`config.mk`:
```
export PLATFORM = sky130hd
export DESIGN_NAME = i2c_addressing_config
export DESIGN_NICKNAME = d
export VERILOG_FILES = /design/src/include/i2c_cfg_pkg.sv /design/src/rtl/i2c_addressing_config.sv
export SDC_FILE = /design/constraint.sdc
export NUM_CORES = 1
export LEC_CHECK = 0
export BUFFER_PORTS_ARGS = -buffer_cell sky130_fd_sc_hd__clkbuf_2
export CORE_ASPECT_RATIO = 1.5
export CORE_UTILIZATION = 48
export DETAILED_ROUTE_END_ITERATION = 10
export PLACE_DENSITY = 0.76
export SYNTH_ARGS = -nofsm -noshare
export SYNTH_HDL_FRONTEND = slang
export SYNTH_SLANG_ARGS = --single-unit
```
`constraint.sdc`:
```
create_clock -name sys_clk_i -period 2.9 [get_ports sys_clk_i]
set_input_delay 0.145 -clock sys_clk_i [delete_from_list [all_inputs] [get_ports sys_clk_i]]
set_output_delay 0.145 -clock sys_clk_i [all_outputs]
set_load 0.02 [all_outputs]
```
`src/include/i2c_cfg_pkg.sv`:
```
// Package with register map, field layout and carrier types of the I2C addressing configuration block.
package i2c_cfg_pkg;

  // Byte addresses of the bus-visible registers.
  localparam logic [31:0] BUS_CONTROL_ADDR  = 32'h5000_1300;
  localparam logic [31:0] TARGET_ADDR_ADDR  = 32'h5000_1304;
  localparam logic [31:0] OWN_SLAVE_ADDR    = 32'h5000_1308;
  localparam logic [31:0] IF_ENABLE_ADDR    = 32'h5000_1340;
  localparam logic [31:0] EVENT_STATUS_ADDR = 32'h5000_1344;
  localparam logic [31:0] MASTER_CMD_ADDR   = 32'h5000_1348;

  // Reset values.
  localparam logic [15:0] CON_RST = 16'h007d;
  localparam logic [15:0] TAR_RST = 16'h0055;
  localparam logic [15:0] SAR_RST = 16'h0055;

  // Field positions in bus_control.
  localparam int CON_MASTER_EN  = 0;
  localparam int CON_SPEED_LO   = 1;
  localparam int CON_SLV_WIDE   = 3;
  localparam int CON_MST_WIDE   = 4;
  localparam int CON_RESTART    = 5;
  localparam int CON_SLAVE_DIS  = 6;
  localparam logic [15:0] CON_MASK = 16'h007f;

  // Field positions in target_address and own_slave_address.
  localparam int TAR_GC_OR_SB   = 10;
  localparam int TAR_SPECIAL    = 11;
  localparam logic [15:0] TAR_MASK  = 16'h0fff;
  localparam logic [15:0] SAR_MASK  = 16'h03ff;
  localparam logic [9:0]  NARROW_MASK = 10'h07f;

  // Field positions in the command and status words.
  localparam int CMD_READ_BIT   = 8;
  localparam int STAT_ABORT_BIT = 6;

  // Speed codes.
  localparam logic [1:0] SPEED_STD  = 2'h1;
  localparam logic [1:0] SPEED_FAST = 2'h2;

  // Bus answers.
  localparam logic [1:0] RESP_OKAY   = 2'h0;
  localparam logic [1:0] RESP_SLVERR = 2'h2;

  // Configuration seen by the bus engine of the controller.
  typedef struct packed {
    logic       master_en;
    logic       slave_en;
    logic       restart_en;
    logic       master_wide_addressing;
    logic       slave_wide_addressing;
    logic [1:0] speed;
    logic       general_call;
    logic       start_byte;
    logic [9:0] target_addr;
    logic [9:0] own_addr;
    logic       loopback;
  } cfg_t;

  // One master command handed to the bus engine.
  typedef struct packed {
    logic       valid;
    logic       read;
    logic [7:0] data;
  } cmd_t;

endpackage

```
`src/rtl/i2c_addressing_config.sv`:
```
// Register file and addressing control of the two-wire bus controller, reached over AXI4-Lite.
`timescale 1ns/100ps

// Functional notes
// - Slave-disable bit turns slave off when set; resets set.
// - Master-enable bit turns master role on when set; resets enabled.
// - Restart-permit bit allows repeated STARTs as master; resets allowed.
// - Master addressing bit picks 7-bit or 10-bit master transfers; resets 10-bit.
// - Slave addressing bit picks 7-bit or 10-bit slave answers; resets 10-bit.
// - Speed field: code 1 standard, code 2 fast; resets to code 2.
// - Special bit clear addresses normally; set performs the selected special command.
// - With special set, selector clear means General Call, set means START byte.
// - After General Call only writes; a read command sets the abort flag.
// - General Call mode lasts until software clears the special bit or sets the selector.
// - Ten-bit target address feeds every master transfer; resets 0x55.
// - Target address is ignored while a General Call is sent.
// - Own-address target allows simplex loopback only; master never transmits to itself while the slave is enabled.
// - Own slave address is ten bits, low seven under 7-bit; resets 0x55.
// - Own-address writes take effect only while the interface is disabled.
module i2c_addressing_config
  import i2c_cfg_pkg::*;
(
  // Clock and reset.
  input  wire logic                sys_clk_i,
  input  wire logic                rst_b_i,
  // AXI4-Lite write address and data.
  input  wire logic [31:0]         awaddr_i,
  input  wire logic                awvalid_i,
  output logic                     awready_o,
  input  wire logic [31:0]         wdata_i,
  input  wire logic [3:0]          wstrb_i,
  input  wire logic                wvalid_i,
  output logic                     wready_o,
  // AXI4-Lite write response.
  output logic [1:0]               bresp_o,
  output logic                     bvalid_o,
  input  wire logic                bready_i,
  // AXI4-Lite read.
  input  wire logic [31:0]         araddr_i,
  input  wire logic                arvalid_i,
  output logic                     arready_o,
  output logic [31:0]              rdata_o,
  output logic [1:0]               rresp_o,
  output logic                     rvalid_o,
  input  wire logic                rready_i,
  // Toward the bus engine.
  output i2c_cfg_pkg::cfg_t        cfg_o,
  output i2c_cfg_pkg::cmd_t        cmd_o,
  output logic                     interface_enable_o,
  output logic                     transmit_abort_flag_o
);
  import i2c_cfg_pkg::*;

  typedef struct packed {
    logic        awready;
    logic        wready;
    logic        bvalid;
    logic [1:0]  bresp;
    logic        arready;
    logic        rvalid;
    logic [1:0]  rresp;
    logic [31:0] rdata;
    logic        aw_have;
    logic [31:0] awaddr;
    logic        w_have;
    logic [31:0] wdata;
    logic [3:0]  wstrb;
    logic [15:0] con;
    logic [15:0] tar;
    logic [15:0] sar;
    logic        enable;
    logic        abort;
    cmd_t        cmd;
    cfg_t        cfg;
  } state_t;

  // Configuration outputs as they stand with the reset register values, except loopback, which resets 0 until the first decode.
  localparam cfg_t CFG_RST = '{master_en: 1'b1, slave_en: 1'b0, restart_en: 1'b1,
                               master_wide_addressing: 1'b1, slave_wide_addressing: 1'b1,
                               speed: SPEED_FAST, general_call: 1'b0, start_byte: 1'b0,
                               target_addr: TAR_RST[9:0], own_addr: SAR_RST[9:0], loopback: 1'b0};

  localparam state_t ST_RST = '{awready: 1'b1, wready: 1'b1, arready: 1'b1,
                                con: CON_RST, tar: TAR_RST, sar: SAR_RST,
                                cfg: CFG_RST, default: '0};

  state_t q;
  state_t d;

  // Merge the two low byte lanes of a write into a 16-bit register.
  function automatic logic [15:0] merge16(input logic [15:0] old, input logic [31:0] wd,
                                          input logic [3:0] st);
    logic [15:0] r;
    r = old;
    if (st[0])
      r[7:0] = wd[7:0];
    if (st[1])
      r[15:8] = wd[15:8];
    return r;
  endfunction

  logic        wr_go;
  logic        wr_hit;
  logic        cmd_wr;
  logic        clr_abort;
  logic        set_abort;
  logic        gc_mode;
  logic        self_tx;
  logic [15:0] rd_word;
  logic        rd_hit;

  // Next-state logic for the bus slave, registers and command path.
  always_comb
  begin
    d         = q;
    wr_go     = q.aw_have && q.w_have && !q.bvalid;
    wr_hit    = 1'b1;
    cmd_wr    = 1'b0;
    clr_abort = 1'b0;
    set_abort = 1'b0;
    rd_word   = '0;
    rd_hit    = 1'b1;
    gc_mode   = q.tar[TAR_SPECIAL] && !q.tar[TAR_GC_OR_SB];
    self_tx   = !q.tar[TAR_SPECIAL] && (q.cfg.target_addr == q.cfg.own_addr);
    d.cmd.valid = 1'b0;

    // Address and data are taken independently, in either order.
    if (awvalid_i && q.awready)
    begin
      d.aw_have = 1'b1;
      d.awaddr  = awaddr_i;
    end
    if (wvalid_i && q.wready)
    begin
      d.w_have = 1'b1;
      d.wdata  = wdata_i;
      d.wstrb  = wstrb_i;
    end

    // Register write once both halves are held.
    if (wr_go)
    begin
      case (q.awaddr)
        BUS_CONTROL_ADDR:
          d.con = merge16(q.con, q.wdata, q.wstrb) & CON_MASK;
        TARGET_ADDR_ADDR:
          d.tar = merge16(q.tar, q.wdata, q.wstrb) & TAR_MASK;
        OWN_SLAVE_ADDR:
          if (!q.enable)
            d.sar = merge16(q.sar, q.wdata, q.wstrb) & SAR_MASK;
        IF_ENABLE_ADDR:
          if (q.wstrb[0])
            d.enable = q.wdata[0];
        EVENT_STATUS_ADDR:
          clr_abort = q.wstrb[0] && q.wdata[STAT_ABORT_BIT];
        MASTER_CMD_ADDR:
          cmd_wr = q.enable && q.cfg.master_en;
        default:
          wr_hit = 1'b0;
      endcase
      d.bvalid = 1'b1;
      d.bresp  = wr_hit ? RESP_OKAY : RESP_SLVERR;
    end

    // Master command: reads after a General Call abort, as do writes to our own address while the slave is on.
    if (cmd_wr)
    begin
      if (q.wdata[CMD_READ_BIT] && gc_mode)
        set_abort = 1'b1;
      else if (!q.wdata[CMD_READ_BIT] && self_tx && q.cfg.slave_en)
        set_abort = 1'b1;
      else
      begin
        d.cmd.valid = 1'b1;
        d.cmd.read  = q.wdata[CMD_READ_BIT];
        d.cmd.data  = q.wdata[7:0];
      end
    end

    // A fresh abort in the same cycle as its clear is kept.
    d.abort = set_abort || (q.abort && !clr_abort);

    // Write response retires and frees both halves.
    if (q.bvalid && bready_i)
    begin
      d.bvalid  = 1'b0;
      d.aw_have = 1'b0;
      d.w_have  = 1'b0;
    end
    d.awready = !d.aw_have && !d.bvalid;
    d.wready  = !d.w_have && !d.bvalid;

    // Read path: one cycle from address to data.
    case (araddr_i)
      BUS_CONTROL_ADDR:  rd_word = q.con;
      TARGET_ADDR_ADDR:  rd_word = q.tar;
      OWN_SLAVE_ADDR:    rd_word = q.sar;
      IF_ENABLE_ADDR:    rd_word = {15'h0000, q.enable};
      EVENT_STATUS_ADDR: rd_word = 16'(q.abort) << STAT_ABORT_BIT;
      MASTER_CMD_ADDR:   rd_word = '0;
      default:           rd_hit  = 1'b0;
    endcase
    if (arvalid_i && q.arready)
    begin
      d.rvalid = 1'b1;
      d.rdata  = {16'h0000, rd_word};
      d.rresp  = rd_hit ? RESP_OKAY : RESP_SLVERR;
    end
    else if (q.rvalid && rready_i)
      d.rvalid = 1'b0;
    d.arready = !d.rvalid;

    // Configuration decode from the next register values.
    d.cfg.master_en              = d.con[CON_MASTER_EN];
    d.cfg.slave_en               = !d.con[CON_SLAVE_DIS];
    d.cfg.restart_en             = d.con[CON_RESTART];
    d.cfg.master_wide_addressing = d.con[CON_MST_WIDE];
    d.cfg.slave_wide_addressing  = d.con[CON_SLV_WIDE];
    // Undefined speed codes fall back to the nearest defined one.
    case (d.con[CON_SPEED_LO +: 2])
      SPEED_STD, 2'h0: d.cfg.speed = SPEED_STD;
      default:         d.cfg.speed = SPEED_FAST;
    endcase
    d.cfg.general_call = d.tar[TAR_SPECIAL] && !d.tar[TAR_GC_OR_SB];
    d.cfg.start_byte   = d.tar[TAR_SPECIAL] && d.tar[TAR_GC_OR_SB];
    // The engine sees no address during a General Call.
    d.cfg.target_addr  = d.cfg.general_call ? '0 : d.tar[9:0];
    d.cfg.own_addr     = d.con[CON_SLV_WIDE] ? d.sar[9:0]
                                             : (d.sar[9:0] & NARROW_MASK);
    d.cfg.loopback     = !d.tar[TAR_SPECIAL] && (d.tar[9:0] == d.sar[9:0]);
  end

  // State register with synchronous active-low reset.
  always_ff @(posedge sys_clk_i)
  begin
    if (!rst_b_i)
      q <= ST_RST;
    else
      q <= d;
  end

  // Outputs straight from the state register.
  assign awready_o             = q.awready;
  assign wready_o              = q.wready;
  assign bvalid_o              = q.bvalid;
  assign bresp_o               = q.bresp;
  assign arready_o             = q.arready;
  assign rvalid_o              = q.rvalid;
  assign rdata_o               = q.rdata;
  assign rresp_o               = q.rresp;
  assign cfg_o                 = q.cfg;
  assign cmd_o                 = q.cmd;
  assign interface_enable_o    = q.enable;
  assign transmit_abort_flag_o = q.abort;
endmodule

```
==> impl_metrics.yaml <==
sta:
  fin_crit_ns: 2.666
  report.final.slew_viol_count: 0
  timing.final.ws_setup_ns: 0.2340
  hold_viol: 0
  rsz0062_at_grt: "no"
  setup_viol_count_final: 0
  tightest_slew_ns: 0.9994
  fmax_mhz: 375.1
  setup_tns_ns: 0
  timing.slew.headroom_pct: 33.21
  finalClockSkew_ns: 0.007697
  period_share_pct: 91.93
clocking:
  cts_setup_buffers: 0
  clock_latency_ns: 0.41
  cts-root-buf: "clkbuf_16"
  cts_made_buffers: 17
  cts.sinks: 127
  cts_tree: "yes"
  ctsResizeCount: 0
  cts_buffer_depth: 2
  cts_hold_buf: 46
  clk_pin_slew_ns: 0.05
  cts-htree-levels: 4
placement:
  gp_congestion: 0.8856
  hpwl_um: 11460
  pre_cts_slack_ns: 0.3235
  port_buffers: 145
critical_path:
  reg2reg_to: "cfg_o[0]"
  r2r_cells: 7
  crit_required_ns: 3.20
  cp_max_fo: 7
  ff2ff_setup_slack_ns: 0.23
  cp-end-kind: "register"
  cp-start-kind: "register"
  crit_arrival_ns: 2.97
  reg2reg_from: "bvalid_o"
  crit_type: "reg2reg"
synth:
  yosysWarnings: 0
  synth_cell_type_count: 60
  yosysTopAreaCell: "dfxtp_1"
  synthFlopType: "dfxtp_1"
  ys_ff_latch: 127
  netlist_area_um2: 6138
  synth_seq_area_share_pct: 41.42
  syn_avg_cell_area_um2: 8.251
  async_flop_share_pct: 0
  synthCells: 744
  synth_area_leaders: "dfxtp_1 (41%), buf_4 (9.3%), nand2_1 (7.5%)"
  yosysMostFrequentCell: "dfxtp_1"
  synth-edff-count: 0
  synth_common_cells: "dfxtp_1 (127), nand2_1 (123), buf_4 (76)"
  netlist.area_leader.share_pct: 41.42
global_routing:
  grt_max_degree: 88
  grt_pass1_wl_um: 25880
  antenna_found_initial: 0
  grt_pass1_vias: 5297
  grt_usage_pct: 25.47
  grt-ovfl-total: 0
route:
  drt_iter0_markers: 336
  viasPerCell: 5.338
  routed_wl_um: 16300
  ant_nets: 0
  vias: 5546
  drc: 0
  wl_per_cell_um: 15.69
  dr.pass1.iters: 6
flow_run:
  drv_cap: 0
floorplanning:
  core_area_um2: 12450
  top_level_ports: 190
  rows: 50
  die_w_um: 94.34
  start_util_pct: 49.31
  dieArea_um2: 13250
  chipHeight_um: 140.5
pwr:
  p_per_area_nw_per_um2: 562.9
  p_leak_nw: 3.164
  vdd_drop_max_mv: 0.4410
worst_hold_path:
  hold_end: "rvalid_o"
  hold_path_startpoint: "rready_i"
  hold_path.class: "in2reg"
  holdPathStages: 4
run_status:
  status: "finished clean"
finish:
  antenna_cells: 0
  layout.nets: 980
  post-route-util_pct: 60.69
  flow.area_growth_from_synthesis_pct: 23.09
  drive_gt1_share_pct: 23.22
metal layers:
layer | up-vias | wire, um | track usage (%)
met5 | - | 0 | 0
met4 | 0 | 629 | 12.47
met3 | 37 | 902 | 5.863
met2 | 213 | 8715 | 45.77
met1 | 2571 | 6050 | 27.31
li1 | 2725 | - | -
state kept, by name, summed over array words and instances, names as in the netlist, 10 cells and up:
register / count
rdata_o: 12
q: 77
cfg_o: 19
cmd_o: 10
metrics by stage:
stage	power (mW)	instance area, um^2	cells	hold WS (ns)
final	4.253	7556	1039	0.03773
after global routing	4.419	7556	1039	0.08786
after CTS	4.269	7556	1039	0.02651
after detailed placement	2.269	6553	964	0.3725
after global placement	2.262	6553	964	0.3698
after floorplan	2.168	6217	765	0.2810
worst max-delay path, cell delays in order (launching register included):
cell,delay (ns)
dfxtp_1,0.35
nand4b_1,0.40
or3_1,0.62
a2111oi_4,0.61
nor2_1,0.10
o22ai_1,0.27
nor4_1,0.09
o211a_1,0.11
how the worst max path moves through the flow:
stage / slack, ns / startpoint / cells past startpoint / end
after global routing: 0.12 / q[129] / 7 / cfg_o[0]
after floorplan: 0.55 / q[129] / 9 / cfg_o[0]
after detailed placement: 0.32 / bvalid_o / 7 / cfg_o[0]
after global placement: 0.36 / q[129] / 7 / cfg_o[0]
after CTS: 0.28 / bvalid_o / 7 / cfg_o[0]
final: 0.23 / bvalid_o / 7 / cfg_o[0]
placed cells by master, fill, tap and decap left out, types with 5 or more instances in the layout:
cell and instances:
a21oi_1 65, a221oi_1 13, a22oi_1 6, and2_1 6, buf_4 17, clkbuf_16 17, clkbuf_2 145, clkinv_2 5
conb_1 22, dfxtp_1 127, dlygate4sd3_1 46, inv_1 18, mux2_2 7, mux2i_1 28, nand2_1 123, nand2b_1 6
nand3_1 13, nand3b_1 5, nand4_1 7, nor2_1 68, nor3_1 15, nor4_1 11, nor4b_1 6, o211ai_1 8
o21ai_0 8, o221ai_1 5, xnor2_1 6, xor2_1 13
power by group:
part	total, mW	leakage (nW)	switching (mW)	internal, mW
Combinational	0.417	1.86	0.238	0.179
Sequential	1.87	1.03	0.0611	1.81
Clock	1.96	0.268	0.703	1.26
Total	4.25	3.16	1.00	3.25
cells by family (layout without fill, tap and decap cells):
kind of cell / count (synthesis) / count (layout) / share of synthesized area, %
other: 1 / 22 / 0.06109
multiplexers: 35 / 35 / 5.850
AO/OA/AOI/OAI: 131 / 131 / 13.94
XOR/XNOR: 19 / 19 / 2.711
flip-flops: 127 / 127 / 41.42
AND/OR/NAND/NOR: 291 / 291 / 22.58
buffers and inverters: 140 / 258 / 13.43
final cells by class:
cell class              instances  area, um^2
clock buffers                  21       450.4
clock inverters                 8       92.59
fillers                      1112        4893
inverters                      19       71.32
multi-input cells             498        2850
flip-flops and latches        127        2542
well taps                     156       195.2
repair buffers                210        1354
Power figures use the tool's default switching activity.
